**src/hw/tmr_defs.svh**
```systemverilog
// Constants for the timer clock front end: register offsets, field positions, reset values.
// Assumes inclusion by the timer package, the timer module and the testbench.
`ifndef TMR_DEFS_SVH
`define TMR_DEFS_SVH

// Register word offsets on the plain register port.
`define OFS_CTL 4'h0
`define OFS_SRCSEL 4'h1
`define OFS_EVGEN 4'h2
`define OFS_PRESCALE 4'h3
`define OFS_RELOAD 4'h4
`define OFS_REPEAT 4'h5
`define OFS_COUNT 4'h6
`define OFS_FLAGS 4'h7

// Control register bit positions.
`define CTL_RUN 0
`define CTL_UPSUP 1
`define CTL_DIR 4
`define CTL_MODE1 5

// Software event bit position.
`define EVG_UPD 0

// Flag register bit positions.
`define FLG_UPD 0
`define FLG_OVF 1

// Source select layout: seven four-bit fields, index 6 at the top.
`define SEL_W 4
`define SEL_IDX_EXT 6

// Index-6 source codes.
`define SRC_INT 4'h0
`define SRC_ITI0 4'h1
`define SRC_ITI3 4'h4
`define SRC_CH0 4'h5
`define SRC_CH1 4'h6
`define SRC_CHX 4'h7
`define SRC_ETI 4'h8

// Reset values.
`define RST_PRESCALE 16'h0000
`define RST_RELOAD 16'hFFFF
`define RST_REPEAT 8'h00
`define RST_CTL 8'h00
`define RST_SRC 28'h0000000

// Read data for unmapped offsets.
`define RD_UNMAPPED 32'h00000000

`endif

```
**src/hw/tmr_pkg.sv**
```systemverilog
// Types for the timer clock front end.
// Assumes the defines header is on the include path.
package tmr_pkg;
    `include "tmr_defs.svh"

    // Edge filter states, Gray coded along the idle-to-high path.
    typedef enum logic [1:0] {
        FLT_LOW = 2'b00,
        FLT_RISE = 2'b01,
        FLT_HIGH = 2'b11,
        FLT_FALL = 2'b10
    } flt_state_t;
endpackage

```
**src/hw/adv_timer_front.sv**
```systemverilog
// Clock source selection, 16-bit prescaler and 16-bit up-counter of an advanced timer.
// Assumes a register master on clk_sys, pins arriving asynchronously, and an
// alternate-source select word written by software into this block.
//
// Contract
// - Select zero runs prescaler from kernel clock.
// - Run bit set divides input by prescale.
// - Fields 3,4,5 nonzero keep internal clock.
// - Codes 5,6,7 use channel pin edges.
// - Codes 1..4 use trigger input rises.
// - Mode-one bit selects filtered external trigger.
// - Code 8 also selects external trigger.
// - External trigger filtered, one pulse per rise.
// - Prescale divides by 1 to 65536.
// - New prescale waits for update event.
// - Count 0 to reload, wrap, overflow.
// - Update after repetition plus one overflows.
// - Software update clears counter, raises update.
// - Suppress bit blocks update events.
// - Update loads repetition, reload, prescale shadows.
// - Counter is 16-bit unsigned.
// - Update event drives interrupt and DMA request.
//
// Chosen here: the strobed register port and the register addresses.
`timescale 1ns/1ps
`include "tmr_defs.svh"

module adv_timer_front #(
    parameter int CNT_W = 16,
    parameter int REP_W = 8,
    parameter int FLT_LEN = 4
) (
    input wire logic clk_sys,
    input wire logic rst_n,
    input wire logic [3:0] reg_addr,
    input wire logic [31:0] reg_wdata,
    input wire logic reg_wr,
    input wire logic reg_rd,
    output logic [31:0] reg_rdata,
    input wire logic channel_pin_zero,
    input wire logic channel_pin_one,
    input wire logic [3:0] internal_trigger_inputs,
    input wire logic external_trigger_input,
    output logic counter_tick,
    output logic overflow_pulse,
    output logic update_pulse,
    output logic update_irq,
    output logic update_dma_req,
    output logic trigger_output
);
    import tmr_pkg::*;

    // ------------------------------------------------------------
    // State
    // ------------------------------------------------------------

    // All state of the block in one record.
    typedef struct packed {
        logic [7:0] ctl;                  // Run, suppress, direction, mode one.
        logic [27:0] src;                 // Seven source select fields.
        logic [CNT_W-1:0] psc_pend;       // Prescale as written.
        logic [CNT_W-1:0] psc_act;        // Prescale in use.
        logic [CNT_W-1:0] car_pend;       // Reload as written.
        logic [CNT_W-1:0] car_act;        // Reload in use.
        logic [REP_W-1:0] rep_pend;       // Repetition as written.
        logic [REP_W-1:0] rep_act;        // Repetition in use.
        logic [REP_W-1:0] rep_cnt;        // Overflows still to go.
        logic [CNT_W-1:0] pdiv;           // Prescaler divider count.
        logic [CNT_W-1:0] cnt;            // Main counter.
        logic [1:0] flags;                // Sticky update and overflow flags.
        logic [5:0] s1;                   // First synchroniser stage.
        logic [5:0] s2;                   // Second synchroniser stage.
        logic [5:0] s3;                   // Previous synchronised level.
        flt_state_t flt;                  // External trigger filter state.
        logic [$clog2(FLT_LEN+1)-1:0] fcnt; // Filter stability count.
        logic [31:0] rdata;               // Read data.
        logic tick;                       // Counter tick pulse.
        logic ovf;                        // Overflow pulse.
        logic upd;                        // Update pulse.
    } st_t;

    st_t st_reg;
    st_t st_next;

    // Decoded helpers.
    logic [3:0] sel6;                      // Index-6 source code.
    logic alt_any;                         // Any of fields 0,1,2,6 nonzero.
    logic eti_sel;                         // External trigger selected.
    logic src_edge;                        // Selected prescaler input event.
    logic [5:0] rise;                      // Rising edges of synchronised inputs.
    logic [5:0] fall;                      // Falling edges of synchronised inputs.
    logic eti_rise;                        // Filtered external trigger rising edge.
    logic sw_upd;                          // Software update request.
    logic wr_flags;                        // Flag register written.
    logic [31:0] rmux;                     // Read mux.
    logic [CNT_W:0] fullw;                 // Widened filter-length constant.

    // ------------------------------------------------------------
    // Next-state logic
    // ------------------------------------------------------------

    // One process computes every next value; the order of blocks sets priority.
    always_comb begin
        st_next = st_reg;
        st_next.tick = 1'b0;
        st_next.ovf = 1'b0;
        st_next.upd = 1'b0;
        fullw = (CNT_W+1)'(FLT_LEN);

        // Pins other than channel pin one, which is not sampled, pass two flip-flops; edges compare the second stage with the third, s3.
        st_next.s1 = {external_trigger_input, internal_trigger_inputs,
                      channel_pin_one ^ channel_pin_zero};
        st_next.s1 = {external_trigger_input, internal_trigger_inputs, channel_pin_zero};
        st_next.s2 = st_reg.s1;
        st_next.s3 = st_reg.s2;
        rise = st_reg.s2 & ~st_reg.s3;
        fall = ~st_reg.s2 & st_reg.s3;

        // External trigger filter: a level must hold FLT_LEN+1 cycles to count.
        eti_rise = 1'b0;
        unique case (st_reg.flt)
            FLT_LOW: begin
                st_next.fcnt = '0;
                if (st_reg.s2[5]) begin
                    st_next.flt = FLT_RISE;
                end
            end
            FLT_RISE: begin
                if (!st_reg.s2[5]) begin
                    st_next.flt = FLT_LOW;
                end else if ((CNT_W+1)'(st_reg.fcnt) >= fullw - 1'b1) begin
                    st_next.flt = FLT_HIGH;
                    eti_rise = 1'b1;
                end else begin
                    st_next.fcnt = st_reg.fcnt + 1'b1;
                end
            end
            FLT_HIGH: begin
                st_next.fcnt = '0;
                if (!st_reg.s2[5]) begin
                    st_next.flt = FLT_FALL;
                end
            end
            FLT_FALL: begin
                if (st_reg.s2[5]) begin
                    st_next.flt = FLT_HIGH;
                end else if ((CNT_W+1)'(st_reg.fcnt) >= fullw - 1'b1) begin
                    st_next.flt = FLT_LOW;
                end else begin
                    st_next.fcnt = st_reg.fcnt + 1'b1;
                end
            end
        endcase

        // Source selection. Fields 3..5 never leave the internal clock.
        sel6 = st_reg.src[`SEL_IDX_EXT*`SEL_W +: `SEL_W];
        alt_any = (st_reg.src[0 +: 3*`SEL_W] != '0) || (sel6 != `SRC_INT);
        eti_sel = st_reg.ctl[`CTL_MODE1] || (sel6 == `SRC_ETI);
        if (eti_sel) begin
            src_edge = eti_rise;
        end else if (!alt_any) begin
            src_edge = 1'b1;
        end else if (sel6 >= `SRC_ITI0 && sel6 <= `SRC_ITI3) begin
            src_edge = rise[1 + 32'(sel6 - `SRC_ITI0)];
        end else if (sel6 == `SRC_CH0) begin
            src_edge = rise[0];
        end else if (sel6 == `SRC_CH1) begin
            src_edge = fall[0];
        end else if (sel6 == `SRC_CHX) begin
            src_edge = rise[0] | fall[0];
        end else begin
            src_edge = 1'b1;
        end

        // Register writes.
        sw_upd = reg_wr && reg_addr == `OFS_EVGEN && reg_wdata[`EVG_UPD];
        wr_flags = reg_wr && reg_addr == `OFS_FLAGS;
        if (reg_wr) begin
            unique case (reg_addr)
                `OFS_CTL: st_next.ctl = reg_wdata[7:0];
                `OFS_SRCSEL: st_next.src = reg_wdata[27:0];
                `OFS_PRESCALE: st_next.psc_pend = reg_wdata[CNT_W-1:0];
                `OFS_RELOAD: st_next.car_pend = reg_wdata[CNT_W-1:0];
                `OFS_REPEAT: st_next.rep_pend = reg_wdata[REP_W-1:0];
                default: ;
            endcase
        end
        // Writing one clears a flag.
        if (wr_flags) begin
            st_next.flags = st_reg.flags & ~reg_wdata[1:0];
        end

        // Prescaler: factor is stored value plus one.
        if (st_reg.ctl[`CTL_RUN] && src_edge) begin
            if (st_reg.pdiv >= st_reg.psc_act) begin
                st_next.pdiv = '0;
                st_next.tick = 1'b1;
            end else begin
                st_next.pdiv = st_reg.pdiv + 1'b1;
            end
        end

        // Counter on each tick; 16-bit unsigned.
        if (st_reg.tick) begin
            if (st_reg.cnt >= st_reg.car_act) begin
                st_next.cnt = '0;
                st_next.ovf = 1'b1;
                st_next.flags[`FLG_OVF] = 1'b1;
                if (st_reg.rep_cnt == '0) begin
                    st_next.upd = !st_reg.ctl[`CTL_UPSUP];
                    st_next.rep_cnt = st_reg.rep_act;
                end else begin
                    st_next.rep_cnt = st_reg.rep_cnt - 1'b1;
                end
            end else begin
                st_next.cnt = st_reg.cnt + 1'b1;
            end
        end

        // Software update wins over a tick in the same cycle.
        if (sw_upd) begin
            st_next.cnt = '0;
            st_next.pdiv = '0;
            st_next.upd = !st_reg.ctl[`CTL_UPSUP];
        end

        // Shadow load on update; the set of a flag wins over a clear.
        if (st_next.upd) begin
            st_next.psc_act = st_next.psc_pend;
            st_next.car_act = st_next.car_pend;
            st_next.rep_act = st_next.rep_pend;
            st_next.rep_cnt = st_next.rep_pend;
            st_next.flags[`FLG_UPD] = 1'b1;
        end

        // Read data one cycle after the strobe.
        unique case (reg_addr)
            `OFS_CTL: rmux = {24'h000000, st_reg.ctl};
            `OFS_SRCSEL: rmux = {4'h0, st_reg.src};
            `OFS_PRESCALE: rmux = {16'h0000, st_reg.psc_pend};
            `OFS_RELOAD: rmux = {16'h0000, st_reg.car_pend};
            `OFS_REPEAT: rmux = {24'h000000, st_reg.rep_pend};
            `OFS_COUNT: rmux = {16'h0000, st_reg.cnt};
            `OFS_FLAGS: rmux = {30'h0, st_reg.flags};
            default: rmux = `RD_UNMAPPED;
        endcase
        st_next.rdata = reg_rd ? rmux : 32'h00000000;
    end

    // ------------------------------------------------------------
    // State register
    // ------------------------------------------------------------

    // Synchronous reset loads constants only.
    always_ff @(posedge clk_sys) begin
        if (!rst_n) begin
            st_reg <= '0;
            st_reg.ctl <= `RST_CTL;
            st_reg.src <= `RST_SRC;
            st_reg.psc_pend <= `RST_PRESCALE;
            st_reg.psc_act <= `RST_PRESCALE;
            st_reg.car_pend <= `RST_RELOAD;
            st_reg.car_act <= `RST_RELOAD;
            st_reg.rep_pend <= `RST_REPEAT;
            st_reg.rep_act <= `RST_REPEAT;
            st_reg.rep_cnt <= `RST_REPEAT;
            st_reg.flt <= FLT_LOW;
        end else begin
            st_reg <= st_next;
        end
    end

    // ------------------------------------------------------------
    // Outputs
    // ------------------------------------------------------------

    // Every output comes from a flip-flop.
    assign reg_rdata = st_reg.rdata;
    assign counter_tick = st_reg.tick;
    assign overflow_pulse = st_reg.ovf;
    assign update_pulse = st_reg.upd;
    assign update_irq = st_reg.flags[`FLG_UPD];
    assign update_dma_req = st_reg.upd;
    assign trigger_output = st_reg.upd;

    // ------------------------------------------------------------
    // Checks
    // ------------------------------------------------------------

    // A software update clears the counter next cycle.
    AST_SWUPD_CLR: assert property (@(posedge clk_sys) disable iff (!rst_n)
        sw_upd |=> (st_reg.cnt == '0))
        else $error("software update did not clear counter");

    // Suppression blocks every update.
    AST_SUPPRESS: assert property (@(posedge clk_sys) disable iff (!rst_n)
        st_reg.ctl[`CTL_UPSUP] && !reg_wr |=> !st_reg.upd)
        else $error("update raised while suppressed");

    // Update loads every shadow from its pending copy.
    AST_SHADOW: assert property (@(posedge clk_sys) disable iff (!rst_n)
        st_reg.upd |-> st_reg.psc_act == st_reg.psc_pend &&
        st_reg.car_act == st_reg.car_pend && st_reg.rep_act == st_reg.rep_pend)
        else $error("shadow registers not loaded on update");

    // Pending prescale never reaches the active copy without update.
    AST_HOLD: assert property (@(posedge clk_sys) disable iff (!rst_n)
        !st_reg.upd |-> $stable(st_reg.psc_act))
        else $error("prescale changed without update");

    // Overflow comes from the reload value and counter returns to zero.
    AST_WRAP: assert property (@(posedge clk_sys) disable iff (!rst_n)
        st_reg.ovf |-> st_reg.cnt == '0)
        else $error("overflow without wrap to zero");

    // Counter steps by one on a tick below reload.
    AST_STEP: assert property (@(posedge clk_sys) disable iff (!rst_n)
        st_reg.tick && st_reg.cnt < st_reg.car_act && !sw_upd |=>
        st_reg.cnt == $past(st_reg.cnt) + 1'b1)
        else $error("counter did not step");

    // No tick while stopped.
    AST_RUN: assert property (@(posedge clk_sys) disable iff (!rst_n)
        !st_reg.ctl[`CTL_RUN] |=> !st_reg.tick)
        else $error("tick while stopped");

    // Internal source at divide by one ticks every cycle.
    AST_INTCLK: assert property (@(posedge clk_sys) disable iff (!rst_n)
        st_reg.ctl[`CTL_RUN] && !alt_any && !eti_sel && st_reg.psc_act == '0 && !sw_upd
        |=> st_reg.tick)
        else $error("internal clock did not tick");

    // Overflow pulses last one cycle unless the active reload value is zero.
    AST_PULSE: assert property (@(posedge clk_sys) disable iff (!rst_n)
        st_reg.ovf |=> !st_reg.ovf || st_reg.car_act == '0)
        else $error("overflow pulse too long");

    // Each update leaves the readable update flag set.
    AST_UPD_FLAG: assert property (@(posedge clk_sys) disable iff (!rst_n)
        st_reg.upd |-> st_reg.flags[`FLG_UPD])
        else $error("update flag not set on update");
endmodule

```
**config.mk**
```make
export PLATFORM = sky130hd
export DESIGN_NAME = adv_timer_front
export DESIGN_NICKNAME = d
export VERILOG_FILES = /design/src/hw/tmr_pkg.sv /design/src/hw/adv_timer_front.sv
export VERILOG_INCLUDE_DIRS = /design/src /design/src/hw
export SDC_FILE = /design/constraint.sdc
export NUM_CORES = 1
export LEC_CHECK = 0
export BUFFER_PORTS_ARGS = -buffer_cell sky130_fd_sc_hd__buf_4
export CELL_PAD_IN_SITES_DETAIL_PLACEMENT = 1
export CELL_PAD_IN_SITES_GLOBAL_PLACEMENT = 2
export CORE_MARGIN = 5
export CORE_UTILIZATION = 40
export CTS_CLUSTER_SIZE = 24
export DETAILED_ROUTE_END_ITERATION = 16
export PLACE_DENSITY_LB_ADDON = 0.1
export SLEW_MARGIN = 20
export SYNTH_ARGS = -nofsm -noshare
export SYNTH_HDL_FRONTEND = slang
export SYNTH_SLANG_ARGS = --single-unit
```
**constraint.sdc**
```tcl
create_clock -name clk_sys -period 6 [get_ports clk_sys]
set_clock_uncertainty 0.1 [all_clocks]
set_input_delay 1.2 -clock clk_sys [delete_from_list [all_inputs] [get_ports clk_sys]]
set_output_delay 1.2 -clock clk_sys [all_outputs]
set_load 0.02 [all_outputs]
```
### Word-level counts from Yosys, hierarchy flattened

Index checks and enable logic that the tools add are counted.

* register bits after elaboration: 216
* input bits: 47
* output and inout port bits: 38
* logic and storage cells: 130

* $add $sub $neg: 6
* $lt $le $gt $ge: 6
* equal/unequal tests: 20
* mux-type cells: 43
* bitwise operators: 8
* reductions and logical operators: 25

Operators by type and width (number)
* $pmux 28 s7: 1
* $mux 16: 6
* $mux 8: 6
* $add 16x1->16 const B: 2
* $ge 16x16->1: 2
* $lt 32x4->1 const B: 1
* $eq 4x3->1 const B: 7
* $pmux 5 s4: 1
* $mux 1: 17
* $mux 2: 8
* $reduce_and 2->1: 7
* $reduce_bool 12->1: 1
* $mux 3: 3
* $eq 4x2->1 const B: 2
* $logic_not 8->1: 1
* $ne 2x2->1 const B: 4
* $sub 8x1->8 const B: 1
* $add 2x5->6 const A: 1
* $and 6x6->6: 1
* $ne 3x3->1 const B: 2
* $not 6->6: 1
* $reduce_bool 2->1: 3
* $logic_and 1x1->1: 5
* $sub 4x1->5 const B: 1
* other kinds (21): 24

### Longest topological paths before layout

* depth in word-level cells: 11
* depth in mapped cells: 12
* mapped depth without buffers: 9

### Worst setup path after synthesis

No wires, ideal clock.

* path type: input to register
* from: in reg_addr[1]
* to: reg st_reg[154] in the netlist's numbering
* library setup time: 0.145 ns
* arrival time: 2.854 ns
* data required time: 5.755 ns
* slack: 2.901 ns
* stages: 7
* path buffers: 2
* cell sequence: clkbuf_1 -> nand2_1 -> nor3_1 -> nand2_1 -> buf_2 -> mux2i_1 -> a211oi_2

* cells in the longest elaborated chain, start to end: 4
* elaborated cells between the ends (all ways): 7
* classes of those cells: eq/ne: 2; mux: 3; reduce/logical: 2

RTL lines
* from (decl): RTL line adv_timer_front.sv:35 `input wire logic [3:0] reg_addr,`
* $eq 4x2->1 (no line)
* $logic_and 1x1->1 (no line)
* $logic_and 1x1->1: RTL line adv_timer_front.sv:176 `` sw_upd = reg_wr && reg_addr == `OFS_EVGEN && reg_wdata[`EVG_UPD]; ``
* $mux 1: RTL line adv_timer_front.sv:221 `if (sw_upd) begin`
* to (signal assigned): RTL line adv_timer_front.sv:269 `st_reg <= st_next;`
* to (decl): RTL line adv_timer_front.sv:82 `st_t st_reg;`

Parallel ways exist; a longest one is shown, timed or not.
A chain may end at the register's enable or synchronous reset.

### Worst setup path after layout

* from: in reg_wr
* to: reg st_reg[158] in the netlist's numbering

* cells in the longest elaborated chain, start to end: 3
* elaborated cells between the ends (all ways): 4
* classes of those cells: mux: 2; reduce/logical: 2

RTL lines
* from (decl): RTL line adv_timer_front.sv:37 `input wire logic reg_wr,`
* $logic_and 1x1->1 (no line)
* $logic_and 1x1->1: RTL line adv_timer_front.sv:176
* $mux 1: RTL line adv_timer_front.sv:221

Parallel ways exist; a longest one is shown, timed or not.

==> results.sh <==
export IMPL_outcome="complete, no violations"
export IMPL_instances_no_fill=1451
export IMPL_grt_antenna_before_repair=0
export IMPL_ctsRootBufferMaster="sky130_fd_sc_hd__clkbuf_16"
export IMPL_design_core_area_um2=23500
export IMPL_postRouteAntennaNets=0
export IMPL_synth_compound_area_share_pct=14.7
export IMPL_placed_cells=1408
export IMPL_critical_path_peak_fanout=41
export IMPL_avgSynthCellArea_um2=8.83
export IMPL_yosys_cell_types_count=62
export IMPL_max_slew_worst_pin_slew_ps=996
export IMPL_slew_headroom_pct=33.5
export IMPL_p_per_area_nw_per_um2=286
export IMPL_top_level_ports=85
export IMPL_largest_reg_flops=164
export IMPL_setup_viol=0
export IMPL_design_area_um2=11000
export IMPL_die_area_um2=27100
export IMPL_post_synth_fa_ha_maj_area_fraction_pct=6.14
export IMPL_synth_mux_area_fraction_pct=4.71
export IMPL_final_hold_violation_count=0
export IMPL_cts_post_setup_buffers_inserted=0
export IMPL_cts_tree="done"
export IMPL_ys_dominant_reg_cell="sky130_fd_sc_hd__dfxtp_1"
export IMPL_timing_critical_path_from_type="input port"
export IMPL_placedInstanceArea_um2=10200
export IMPL_crit_path_cell_trace="buf_4 -> nand2_1 -> or4_1 -> nor2_1 -> a21o_2 -> buf_4 -> buf_4 -> nor2_1 -> a211oi_2"
export IMPL_critical_path_required_ps=6340
export IMPL_cts_made_buffers=24
export IMPL_cts_reportedPaths_clkPinSlew_ps=60
export IMPL_rsz_0062_raised_after_global_routing="false"
export IMPL_syn_inst=1084
export IMPL_yosysWarningCount=0
export IMPL_achievable_frequency_mhz=275
export IMPL_drt_pass1_iterations=5
export IMPL_drv_slew=0
export IMPL_initial_core_util_pct=40.7
export IMPL_grt_first_pass_wirelength_um=42900
export IMPL_clock_tree_buffer_depth=3
export IMPL_synth_largest_area_cell="sky130_fd_sc_hd__dfxtp_1"
export IMPL_endpoint_kind="flip-flop"
export IMPL_flow_area_growth_from_synthesis_pct=15.2
export IMPL_synth_area_um2=9570
export IMPL_routed_wirelength_um=26800
export IMPL_portBuffers=75
export IMPL_core_rowCount=56
export IMPL_chipHeight_um=165
export IMPL_hpwl_um=18800
export IMPL_period_minus_slack_ps=3630
export IMPL_synth_seq_cells=212
export IMPL_crit_path_max_incr_delay_ps=550
export IMPL_worstSkewPairLatency_ps=520
export IMPL_max_cap_viol_count=0
export IMPL_synth_area_in_xor_xnor_pct=2.47
export IMPL_synth_simple_gate_area_share_pct=20.2
export IMPL_via_count=7603
export IMPL_vdd_ir_drop_max_mv=0.157
export IMPL_post_cts_resized=0
export IMPL_route_detailed_vias_per_inst=5.24
export IMPL_n_fill_cell=2758
export IMPL_cpMaxStageDelayCell="sky130_fd_sc_hd__or4_1"
export IMPL_globalRouteOverflowTotal=0
export IMPL_wl_per_cell_um=18.5
export IMPL_finalNetCount=1209
export IMPL_cts_htree_levels=1
export IMPL_grt_start_max_net_pins=61
export IMPL_critPathKind="in2reg"
export IMPL_period_share_pct=60.5
export IMPL_post_cts_hold_buffer_count=0
export IMPL_synth_edf_count=0
export IMPL_hp_class="reg2reg"
export IMPL_detail_route_drc_violations=0
export IMPL_detailedRoute_firstIterationViolations=358
export IMPL_yosys_top_cells_area="sky130_fd_sc_hd__dfxtp_1, sky130_fd_sc_hd__ha_1, sky130_fd_sc_hd__nand2_1, sky130_fd_sc_hd__nor2_1, sky130_fd_sc_hd__a21oi_1"
export IMPL_synth_commonest_cells="sky130_fd_sc_hd__dfxtp_1, sky130_fd_sc_hd__nand2_1, sky130_fd_sc_hd__nor2_1, sky130_fd_sc_hd__a21oi_1, sky130_fd_sc_hd__inv_1"
export IMPL_synth_top_area_share_pct=44.3
export IMPL_cp_arrival_ps=3970
export IMPL_clkSinkCount=212
export IMPL_totalNegativeSetupSlack_ps=0
export IMPL_dominant_combinational_cell_family_by_area_after_synthesis="simple AND/OR/NAND/NOR gates"
export IMPL_globalRouteTotalUtil_pct=19.8
export IMPL_synthMostInstantiatedCell="sky130_fd_sc_hd__dfxtp_1"
export IMPL_total_leakage_power_nw=4.53
export IMPL_async_flop_share_pct=0
export IMPL_grt_pass1_vias=7872
export IMPL_die_w_um=165
export IMPL_gpl_final_weighted_congestion=0.785
export IMPL_drive_above_1_share_pct=14.7
export IMPL_antenna_cells_inserted=0
export IMPL_ys_seq_area_share_pct=44.3
export IMPL_dominant_cell_type_by_count_on_the_critical_path="sky130_fd_sc_hd__buf_4"
==> logic make-up (layout without fill, tap and decap cells) <==
| kind of cell | Yosys count | in the layout |
|---|---|---|
| and+or+nand+nor | 406 | 406 |
| DFF | 212 | 212 |
| AOI/OAI and AO/OA | 208 | 208 |
| buffers and inverters | 140 | 185 |
| adders and majority gates | 47 | 47 |
| muxes | 43 | 43 |
| xor gates and xnor gates | 27 | 27 |
| other | 1 | 4 |
==> path summary, 6_finish.rpt <==
check,from,cells after the start,to,slack [ps]
worst min-delay path,st_next[49]$_SDFF_PN0_,1,st_next[43]$_SDFF_PN0_,330
worst max-delay path,reg_wr,9,st_reg[158]$_SDFFE_PN0P_,2370
worst max register to register,st_reg[62]$_SDFFE_PP0P_,10,st_reg[158]$_SDFFE_PN0P_,2410
worst min register to register,st_next[49]$_SDFF_PN0_,1,st_next[43]$_SDFF_PN0_,330
==> cells in the final DEF (no fill, tap or decap), drive strengths merged, types with 23 or more instances in the layout <==
| master | n |
|---|---|
| nor2 | 109 |
| and2 | 41 |
| dfxtp | 212 |
| o21ai | 25 |
| nor3 | 23 |
| a21oi | 74 |
| nand3 | 39 |
| inv | 51 |
| ha | 47 |
| mux2i | 36 |
| nand2 | 119 |
| clkbuf | 34 |
| a22oi | 39 |
| buf | 90 |
==> where the power goes <==
group | internal, mW | leakage (nW) | total [mW] | switching (mW)
combinational | 0.0553 | 2.40 | 0.153 | 0.0980
sequential | 1.42 | 1.71 | 1.44 | 0.0121
clock | 0.972 | 0.419 | 1.57 | 0.594
==> area by class of cell <==
| class | count | area [um^2] | area share (%) |
|---|---|---|---|
| sequential | 212 | 4240 | 38.5 |
| timing repair buffer | 90 | 676 | 6.13 |
| tap | 319 | 399 | 3.62 |
| multi-input combinational | 735 | 4660 | 42.2 |
| clock inverter | 9 | 125 | 1.13 |
| clock buffer | 34 | 729 | 6.62 |
| inverter | 52 | 196 | 1.78 |
==> critical path, delay by kind of cell <==
| kind | cells | cell delay [ps] |
|---|---|---|
| compound gates | 2 | 660 |
| buf+inv | 3 | 1120 |
| simple gates | 4 | 960 |
==> metrics by stage <==
step / util (%) / total power [mW] / hold WS [ps] / setup WS (ps)
after global placement: 43.2 / 1.62 / 313 / 1920
after floorplan: - / 1.56 / 312 / 2900
after detailed placement: 43.2 / 1.62 / 320 / 1870
after global routing: 46.8 / 3.27 / 347 / 2140
after CTS: 46.8 / 3.20 / 337 / 2410
final: 46.8 / 3.16 / 331 / 2370
==> metal layers <==
metal / global-route usage [%] / wire length (um) / part of all wire [%]
met2: 32.5 / 12300 / 46
met1: 28.1 / 13100 / 49
met4: 4.27 / 517 / 1.9
met3: 2.47 / 970 / 3.6
met5: 0 / 0 / 0
No activity file was read; power rests on OpenSTA's default activity.
